File: config.mk
export PLATFORM = sky130hd
export DESIGN_NAME = rtcs_control
export DESIGN_NICKNAME = d
export VERILOG_FILES = /design/src/rtl/rtcs_pkg.sv /design/src/rtl/rtcs_control.sv
export SDC_FILE = /design/constraint.sdc
export NUM_CORES = 1
export LEC_CHECK = 0
export CORE_MARGIN = 5
export CORE_UTILIZATION = 45
export CTS_CLUSTER_SIZE = 16
export DETAILED_ROUTE_END_ITERATION = 10
export DONT_BUFFER_PORTS = 1
export SETUP_SLACK_MARGIN = 0.05
export SLEW_MARGIN = 10
export SYNTH_ARGS = -nofsm -noshare
export SYNTH_HDL_FRONTEND = slang
export SYNTH_SLANG_ARGS = --single-unit
File: constraint.sdc
create_clock -name i_clock -period 3.5 [get_ports i_clock]
set_input_delay 0.175 -clock i_clock [delete_from_list [all_inputs] [get_ports i_clock]]
set_output_delay 0.175 -clock i_clock [all_outputs]
set_load 0.05 [all_outputs]
File: src/rtl/rtcs_pkg.sv
/*
  Package of the real-time counter control/status block: config-port
  addresses, control field layout, prescaler figures.
  Assumes an 8-bit configuration port clocked by the system clock.
*/
`default_nettype none
package rtcs_pkg;
  // ==========================================================
  // Config-port addresses
  localparam logic [7:0] ADDR_COUNTER_BASE = 8'h40;
  localparam logic [7:0] ADDR_MATCH_BASE = 8'h48;
  localparam logic [7:0] ADDR_CTRL_STAT = 8'h58;
  localparam logic [4:0] BYTE_SPAN_HI = 5'h08;
  localparam logic [2:0] BYTE_COUNT = 3'h5;
  // ==========================================================
  // Control/status reset value
  localparam logic [7:0] CTRL_RESET = 8'h00;
  // Advised crystal mode for a 32 kHz crystal
  localparam logic [1:0] MODE_32K = 2'h1;
  // ==========================================================
  // Prescaler: divide by 128, first count on the 64th edge
  localparam int unsigned PRESCALE_DIV = 128;
  localparam logic [6:0] PRESCALE_FIRST = 7'h3f;
  localparam int unsigned RELEASE_EDGES = 2;
  localparam int unsigned COUNT_W = 40;

  typedef struct packed {
    logic rtc_reset;
    logic cntr_en;
    logic regulator_wake_on_match;
    logic [1:0] oscillator_mode_field;
    logic clear_on_match;
    logic count_run;
    logic osc_own;
  } rtcs_ctrl_t;
endpackage
`default_nettype wire

File: src/rtl/rtcs_control.sv
/*
  Control/status logic of the real-time counter: control register,
  internal reset release, /128 prescaler, 40-bit counter and match.
  Assumes crystal clock and supply-good arrive asynchronously and are
  synchronised here; config-port writes are single-cycle strobes.
  The crystal must run well below the system clock so that every
  edge is seen; a faster crystal would lose counts silently.
*/
`timescale 1ns/1ps
`default_nettype none
module rtcs_control
(
  input wire logic i_clock,
  input wire logic i_rst,
  input wire logic i_crystal_clock_in,
  input wire logic i_supply_good,
  input wire logic [7:0] i_cfg_addr,
  input wire logic [7:0] i_cfg_wdata,
  input wire logic i_cfg_wr,
  output logic [7:0] o_cfg_rdata,
  output logic o_regulator_match_out,
  output logic o_match_raw,
  output logic [1:0] o_osc_mode_out,
  output logic o_osc_select_out
);
  localparam int CW = rtcs_pkg::COUNT_W;

  // ==========================================================
  // Byte access helpers
  function automatic logic [CW-1:0] byte_put(input logic [CW-1:0] word,
                                             input logic [2:0] idx,
                                             input logic [7:0] data);
    logic [CW-1:0] r;
    r = word;
    r[{idx, 3'h0} +: 8] = data;
    return r;
  endfunction

  function automatic logic [7:0] byte_get(input logic [CW-1:0] word,
                                          input logic [2:0] idx);
    return word[{idx, 3'h0} +: 8];
  endfunction

  function automatic logic in_bank(input logic [7:0] addr,
                                   input logic [7:0] base);
    // Low three bits pick the byte within a five-byte bank
    return (addr & ~8'h07) == base;
  endfunction

  // ==========================================================
  // Synchronisers for pins
  // Two sync flops each, plus an edge-history flop on the crystal: both pins are asynchronous to the port clock
  logic [1:0] sup_sync_q;
  logic [2:0] xtal_sync_q;
  wire sup_s = sup_sync_q[1];
  // Idle-low history after reset, so a crystal already high gives one edge after it
  wire xtal_edge = xtal_sync_q[1] & ~xtal_sync_q[2];

  always_ff @(posedge i_clock)
  begin
    if (i_rst)
    begin
      sup_sync_q <= 2'h0;
      xtal_sync_q <= 3'h0;
    end
    else
    begin
      sup_sync_q <= {sup_sync_q[0], i_supply_good};
      xtal_sync_q <= {xtal_sync_q[1:0], i_crystal_clock_in};
    end
  end

  // ==========================================================
  // Config-port decode
  rtcs_pkg::rtcs_ctrl_t ctrl_q;
  logic [CW-1:0] cnt_q;
  logic [CW-1:0] match_q;
  wire [2:0] byte_idx = i_cfg_addr[2:0];
  wire idx_ok = byte_idx < rtcs_pkg::BYTE_COUNT;
  wire in_cnt = in_bank(i_cfg_addr, rtcs_pkg::ADDR_COUNTER_BASE);
  wire in_match = in_bank(i_cfg_addr, rtcs_pkg::ADDR_MATCH_BASE);
  wire wr_ctrl = i_cfg_wr && i_cfg_addr == rtcs_pkg::ADDR_CTRL_STAT;
  wire wr_cnt = i_cfg_wr && in_cnt && idx_ok;
  wire wr_match = i_cfg_wr && in_match && idx_ok;
  wire rd_ctrl = i_cfg_addr == rtcs_pkg::ADDR_CTRL_STAT;
  wire rd_cnt = in_cnt && idx_ok;
  wire rd_match = in_match && idx_ok;
  // Reads are pure muxes, nothing is touched
  // Unmapped and test addresses read as zero
  wire [7:0] rd_mux = rd_ctrl ? ctrl_q :
                      rd_cnt ? byte_get(cnt_q, byte_idx) :
                      rd_match ? byte_get(match_q, byte_idx) : 8'h00;

  // ==========================================================
  // Control register
  always_ff @(posedge i_clock)
  begin
    if (i_rst || !sup_s)
      ctrl_q <= rtcs_pkg::CTRL_RESET;
    else if (wr_ctrl)
      ctrl_q <= i_cfg_wdata;
  end

  // ==========================================================
  // Internal reset and its two-edge release
  // Released on the port clock only, never on the crystal
  logic [1:0] rel_q;
  wire run_ok = sup_s && !ctrl_q.rtc_reset;
  // Assert acts in the same cycle; only release waits for the edges
  wire int_rst = !run_ok || !rel_q[1];

  always_ff @(posedge i_clock)
  begin
    if (i_rst || !run_ok)
      rel_q <= 2'h0;
    else
      rel_q <= {rel_q[0], 1'b1};
  end

  // ==========================================================
  // Prescaler and counter
  // Tick at the halfway point: first count after 64 edges, then every 128
  logic [6:0] psc_q;
  // Either control bit stops the prescaler, so restarts begin at zero
  wire psc_hold = int_rst || !ctrl_q.cntr_en || !ctrl_q.count_run;
  wire tick = !psc_hold && xtal_edge && psc_q == rtcs_pkg::PRESCALE_FIRST;
  wire eq = cnt_q == match_q;
  // Clear skipped at zero, else the counter could never leave it
  wire clr_hit = ctrl_q.clear_on_match && eq && cnt_q != '0;

  always_ff @(posedge i_clock)
  begin
    if (i_rst || psc_hold)
      psc_q <= 7'h0;
    else if (xtal_edge)
      psc_q <= psc_q + 7'h1;
  end

  always_ff @(posedge i_clock)
  begin
    if (i_rst || int_rst || !ctrl_q.count_run)
      cnt_q <= '0;
    else if (wr_cnt)
      cnt_q <= byte_put(cnt_q, byte_idx, i_cfg_wdata);
    else if (tick)
      cnt_q <= clr_hit ? '0 : cnt_q + 40'h1;
  end

  always_ff @(posedge i_clock)
  begin
    if (i_rst || int_rst)
      match_q <= '0;
    else if (wr_match)
      match_q <= byte_put(match_q, byte_idx, i_cfg_wdata);
  end

  // ==========================================================
  // Registered outputs
  // All outputs registered so the regulator sees no decode glitches
  always_ff @(posedge i_clock)
  begin
    if (i_rst)
    begin
      o_cfg_rdata <= 8'h00;
      o_regulator_match_out <= 1'b0;
      o_match_raw <= 1'b0;
      o_osc_mode_out <= 2'h0;
      o_osc_select_out <= 1'b0;
    end
    else
    begin
      o_cfg_rdata <= rd_mux;
      o_regulator_match_out <= eq && ctrl_q.regulator_wake_on_match;
      o_match_raw <= eq;
      o_osc_mode_out <= ctrl_q.oscillator_mode_field;
      o_osc_select_out <= ctrl_q.osc_own;
    end
  end
endmodule
`default_nettype wire

==> results of run 1 <==
[metal layers]
| metal | part of all wire (%) | wire, microns |
|---|---|---|
| met2 | 43 | 11200 |
| met5 | 0 | 0 |
| met4 | 3.6 | 930 |
| met3 | 12 | 3140 |
| met1 | 42 | 10900 |
[cell type report]
class / instances / area share (%)
multi-input combinational: 654 / 54.2
clock inverter: 15 / 2.54
antenna: 1 / 0.0325
sequential: 115 / 29.9
inverter: 18 / 0.879
clock buffer: 17 / 5.53
tap: 188 / 3.06
timing repair buffer: 34 / 3.81
[worst reg2reg max path: stages (launching register included)]
cell and delay (ps):
dfxtp_1 580, ha_1 300, nand3_1 210, nor4_2 590, nand4_1 330, nor2_1 400, nor2_1 100, a32o_1 210
o21a_1 170
[sequential cells by signal, indices dropped and copies added, names as in the netlist]
signal	cells
rel_q	2
psc_q	7
match_q	40
xtal_sync_q	3
cnt_q	40
o_regulator_match_out	1
ctrl_q	8
o_osc_select_out	1
o_osc_mode_out	2
sup_sync_q	2
o_cfg_rdata	8
o_match_raw	1
[Yosys cell counts (4+ instances only)]
cell | number | area, sq um
a21oi_1 | 57 | 285
a221oi_1 | 7 | 61.3
a22oi_1 | 16 | 120
a31oi_1 | 15 | 93.8
a32oi_1 | 11 | 96.3
and2_1 | 8 | 50.1
and3_1 | 15 | 93.8
buf_1 | 5 | 18.8
buf_2 | 25 | 125
clkbuf_1 | 36 | 135
dfxtp_1 | 115 | 2300
ha_1 | 8 | 100
inv_1 | 16 | 60.1
mux2i_1 | 17 | 170
mux4_2 | 16 | 360
nand2_1 | 115 | 432
nand3_1 | 62 | 310
nand4_1 | 19 | 119
nand4b_1 | 4 | 35.0
nor2_1 | 73 | 274
nor2b_1 | 10 | 62.6
nor3_1 | 31 | 155
nor3_2 | 4 | 40.0
nor4_1 | 28 | 175
nor4_2 | 4 | 50.1
nor4b_1 | 5 | 43.8
o21ai_0 | 12 | 60.1
o21ai_1 | 18 | 90.1
o31ai_1 | 5 | 37.5
or3_1 | 7 | 43.8
or4_1 | 4 | 30.0
xnor2_1 | 4 | 35.0
xor2_1 | 47 | 412
[metrics by stage]
step                hold slack, ps  std cells  worst slack [ps]  utilization (%)  area [sq um]
CTS                           10.6       1041               317             51.1          7680
finish                        18.5       1042               519             51.1          7690
detailed placement             252        994               347             46.0          6910
global placement               250        994               344             46.0          6910
global route                  51.2       1041               263             51.1          7690
floorplan                      247        855               582                -          6830
[kinds of logic after synthesis]
family / synth area share, %
AO/OA/AOI/OAI: 13.7
XOR/XNOR: 6.54
multiplexers: 7.76
adder cells (fa/ha/maj): 1.46
AND/OR/NAND/NOR: 31.5
buffers and inverters: 5.40
flip-flops: 33.7
[final timing paths]
| check | slack [ps] | cells past startpoint | start | to |
|---|---|---|---|---|
| worst max-delay path | 520 | 8 | cnt_q[1] | cnt_q[32] |
| worst min-delay path | 20 | 4 | i_cfg_addr[2] | o_cfg_rdata[5] |
| worst max register to register | 520 | 8 | cnt_q[1] | cnt_q[32] |
| worst min register to register | 430 | 1 | rel_q[0] | rel_q[1] |
[layout by cell type (no fill, tap or decap), types with 7 or more instances in the layout]
master and n:
nand2_1 115, a32oi_1 11, nor3_1 31, nor2b_1 10, or3_1 7, nor4_1 28
clkbuf_16 17, a21oi_1 57, buf_4 19, a221oi_1 7, nor2_1 73, nand3_1 62
a31oi_1 15, dfxtp_1 115, o21ai_0 12, a22oi_1 16, dlygate4sd3_1 15, inv_1 16
and2_1 8, mux2i_1 17, o21ai_1 18, and3_1 15, nand4_1 19, mux4_2 16
xor2_1 47, ha_1 8
[power groups by stage]
stage                     registers [mW]  logic, mW  clock network (mW)
after CTS                           1.32      0.101                1.88
final                               1.32      0.103                1.86
after detailed placement            1.34     0.0553                   0
after global placement              1.34     0.0542                   0
after floorplan                     1.34     0.0686                   0
after global routing                1.32      0.108                1.93
[repair_timing]
action / 4_1_cts / 5_1_grt
hold endpoints to repair: 100 / 0
hold buffers: 15 / 0
resized for setup: 0 / 1
endpoints found under the setup margin: 0 / 14
==> results.toml, run 1 <==
[outcome]
outcome = "complete, no violations"

[route]
routed_via_density = 6.53
dr.pass1.iters = 6
drc = 0
ant_nets = 0
drt_iter0_drc = 1106
wl_per_cell_microns = 25.1
wl_mm = 26.2
dr_total_vias = 6807

[power_and_ir_drop]
powerDensity_mw_per_mm2 = 426
p_comb_share_pct = 3.2
seqPwrFrac_pct = 40.1
power.leakage_nw = 2.76
power.total_mw = 3.28
switching_share_pct = 24.2
vdd_drop_max_v = 0.000340
internal-power_mw = 2.48
pwr-share-clk_pct = 56.7
power.switching_uw = 793

[cts]
cts_tree = "yes"
clock-root-buffer = "clkbuf_16"
numCtsBuffers = 17
clkTransAtPathRegs_ps = 60
clock_latency_ps = 440
cts.sinks = 115
clock_path_buffers = 2
post-cts-setup-buffers = 0
htree_num_levels = 4

[global_route]
grt_max_degree = 41
first_global_vias = 6289
grt_pass1_wl_mm = 39.6
antenna_found_initial = 0
track_usage_pct = 29.4
grt_remaining_overflow = 0
busiest_layer = "met2"
met2_usage_pct = 42.9
met1_usage_pct = 39.9
met3_usage_pct = 9.89

[synth]
synth_nets = 884
synth-edff-count = 0
synth-async-reset-ratio_pct = 0
syn_inst = 855
avgSynthCellArea_sq_um = 7.99
ys_warn_count = 0
synth_seq_cells = 115
synth_seq_area_share_pct = 33.7
synth.distinct_cells = 56
ys.flop_type = "dfxtp_1"
synthesis.area_sq_mm = 0.00683

[place]
port_buffers = 0
place_hpwl_mm = 18.6
gp_congestion = 1.02

[sta]
tightest_slew_ps = 1150
rsz0062_at_grt = "false"
post-route-min-period_ps = 2980
slew_violations = 0
min_period_over_period_pct = 85.2
fmax_mhz = 335
timing_hold_violations_final = 0
finalSetupViolations = 0
fin_skew_ps = 11.1
fin_setup_tns_ps = 0
slew_headroom_pct = 22.8

[run]
cap_violations = 0

[setup_path]
critPathKind = "reg -> reg"
cp.required_ps = 3830
path_delay_family = "simple AND/OR/NAND/NOR gates"
path_max_fanout = 7
critPathLaunchType = "register"
critPathBufInv = 0
critical_path_arrival_ps = 3310
crit_chain = "ha_1, nand3_1, nor4_2, nand4_1, nor2_1, nor2_1, a32o_1, o21a_1"
cp_slowest_cell = "nor4_2"
end_kind = "register"
critPathMaxStageDelay_ps = 590
crit_top_cell = "nor2_1"

[finish]
fin_nets = 869
regArea_sq_mm = 0.00230
syn2layout_area_growth_pct = 12.5
drive_gt1_share_pct = 10.4
fillCellCount = 1436
multi_input_area_sq_mm = 0.00417

[floorplanning]
io_pins = 34
start_util_pct = 45.5
fp.dieH_microns = 133
die_w_microns = 133
fp.dieArea_sq_mm = 0.0178
core_area_sq_mm = 0.0150
rows = 45

[min_path]
holdCritPathClass = "in -> reg"
No activity file was read; power rests on OpenSTA's default activity.
==> run 2: changes to the inputs <==
CORE_UTILIZATION = 41   (was 45)
SLEW_MARGIN = not set   (was 10)
==> results.toml, run 2 (synthesis gave the netlist of run 1 again) <==
[outcome]
outcome = "complete, no violations"

[sta]
fin_setup_tns_ps = 0
slew_violations = 0
timing_hold_violations_final = 0
finalSetupViolations = 0
post-route-min-period_ps = 2940
fin_skew_ps = 9.99
slew_headroom_pct = 28.5
rsz0062_at_grt = "false"
fmax_mhz = 340
min_period_over_period_pct = 84.0
tightest_slew_ps = 1070

[route]
ant_nets = 0
drt_iter0_drc = 796
dr_total_vias = 6684
routed_via_density = 6.25
drc = 0
wl_per_cell_microns = 23.0
wl_mm = 24.6
dr.pass1.iters = 6

[cts]
cts_tree = "yes"
clock_path_buffers = 2
clock-root-buffer = "clkbuf_16"
clkTransAtPathRegs_ps = 60
numCtsBuffers = 17
cts_resized = 0
cts.sinks = 115
htree_num_levels = 4
clock_latency_ps = 430

[run]
cap_violations = 0

[setup_path]
critical_path_arrival_ps = 3280
cp_slowest_cell = "nor2_2"
crit_chain = "inv_1, ha_1, nor4b_1, nand4_1, nor3_1, nor4_4, buf_4, nor2_2, a41oi_1, a21oi_1"
critPathMaxStageDelay_ps = 810
cp.required_ps = 3840
critPathKind = "reg -> reg"
path_max_fanout = 22
path_delay_family = "simple AND/OR/NAND/NOR gates"
end_kind = "register"
critPathLaunchType = "register"
critPathBufInv = 2

[finish]
final_cell_mix = "nand2_1 (115), dfxtp_1 (115), nor2_1 (73)"
fin_util_pct = 46.6
antenna_cells = 0
drive_gt1_share_pct = 10.5
syn2layout_area_growth_pct = 12.3
largestRegisters = "cnt_q x40, match_q x40"
fin_nets = 866

[global_route]
grt_max_degree = 41
first_global_vias = 6139
antenna_found_initial = 3
grt_remaining_overflow = 0
grt_pass1_wl_mm = 37.8
track_usage_pct = 25.0

[floorplanning]
fp.dieH_microns = 139
core_area_sq_mm = 0.0165
start_util_pct = 41.5
fp.dieArea_sq_mm = 0.0194
die_w_microns = 139
rows = 47
io_pins = 34

[place]
place_hpwl_mm = 17.4
gp_congestion = 0.992
port_buffers = 0

[power_and_ir_drop]
power.leakage_nw = 2.73
vdd_drop_max_v = 0.000349
powerDensity_mw_per_mm2 = 416
power.total_mw = 3.19

[min_path]
holdCritPathClass = "in -> reg"
[run 2: timing repair]
| item | in CTS | in global routing |
|---|---|---|
| setup buffers | 0 | 0 |
| hold endpoints to repair | 99 | 0 |
| hold buffers | 13 | 0 |
[run 2: area by class of cell]
| type | instances | area [sq um] |
|---|---|---|
| timing repair buffer | 31 | 265 |
| clock inverter | 15 | 169 |
| sequential | 115 | 2300 |
| multi-input combinational | 654 | 4170 |
| fill | 1627 | 8790 |
| clock buffer | 17 | 425 |
| tap | 220 | 275 |
| inverter | 18 | 67.6 |
[run 2: metal layers]
layer / part of all wire (%) / vias to the layer above / global-route usage (%)
li1: - / 3063 / -
met1: 41 / 3126 / 33.4
met2: 43 / 398 / 36.6
met3: 11 / 91 / 8.59
met4: 4.7 / 6 / 11.1
met5: 0.15 / - / 0
[run 2: stage by stage]
stage                     instances  area [sq um]  setup WS, ps  hold slack (ps)
after global placement         1025          6950           616              249
after global routing           1070          7670           319             37.1
after detailed placement       1025          6950           536              251
final                          1070          7670           560             22.9
after floorplan                 855          6830           582              247
after CTS                      1070          7670           536             8.08
[run 2: worst paths after layout]
check	end	cells after the start	startpoint	slack, ps
min reg2reg	rel_q[1]	1	rel_q[0]	430
max	cnt_q[7]	10	cnt_q[1]	560
max reg2reg	cnt_q[7]	10	cnt_q[1]	560
min	cnt_q[35]	2	i_cfg_wdata[3]	20
[run 2: report_power, final]
group / switching (mW) / internal (mW)
sequential: 0.00325 / 1.31
combinational: 0.0685 / 0.0327
clock: 0.710 / 1.07
total: 0.781 / 2.41
[run 2: worst reg2reg max path: cells and delay by family (launching register included)]
| kind | cells | cell delay [ps] |
|---|---|---|
| AOI/OAI and AO/OA | 2 | 410 |
| adders and majority gates | 1 | 120 |
| buffers and inverters | 2 | 280 |
| DFF | 1 | 390 |
| and+or+nand+nor | 5 | 1640 |
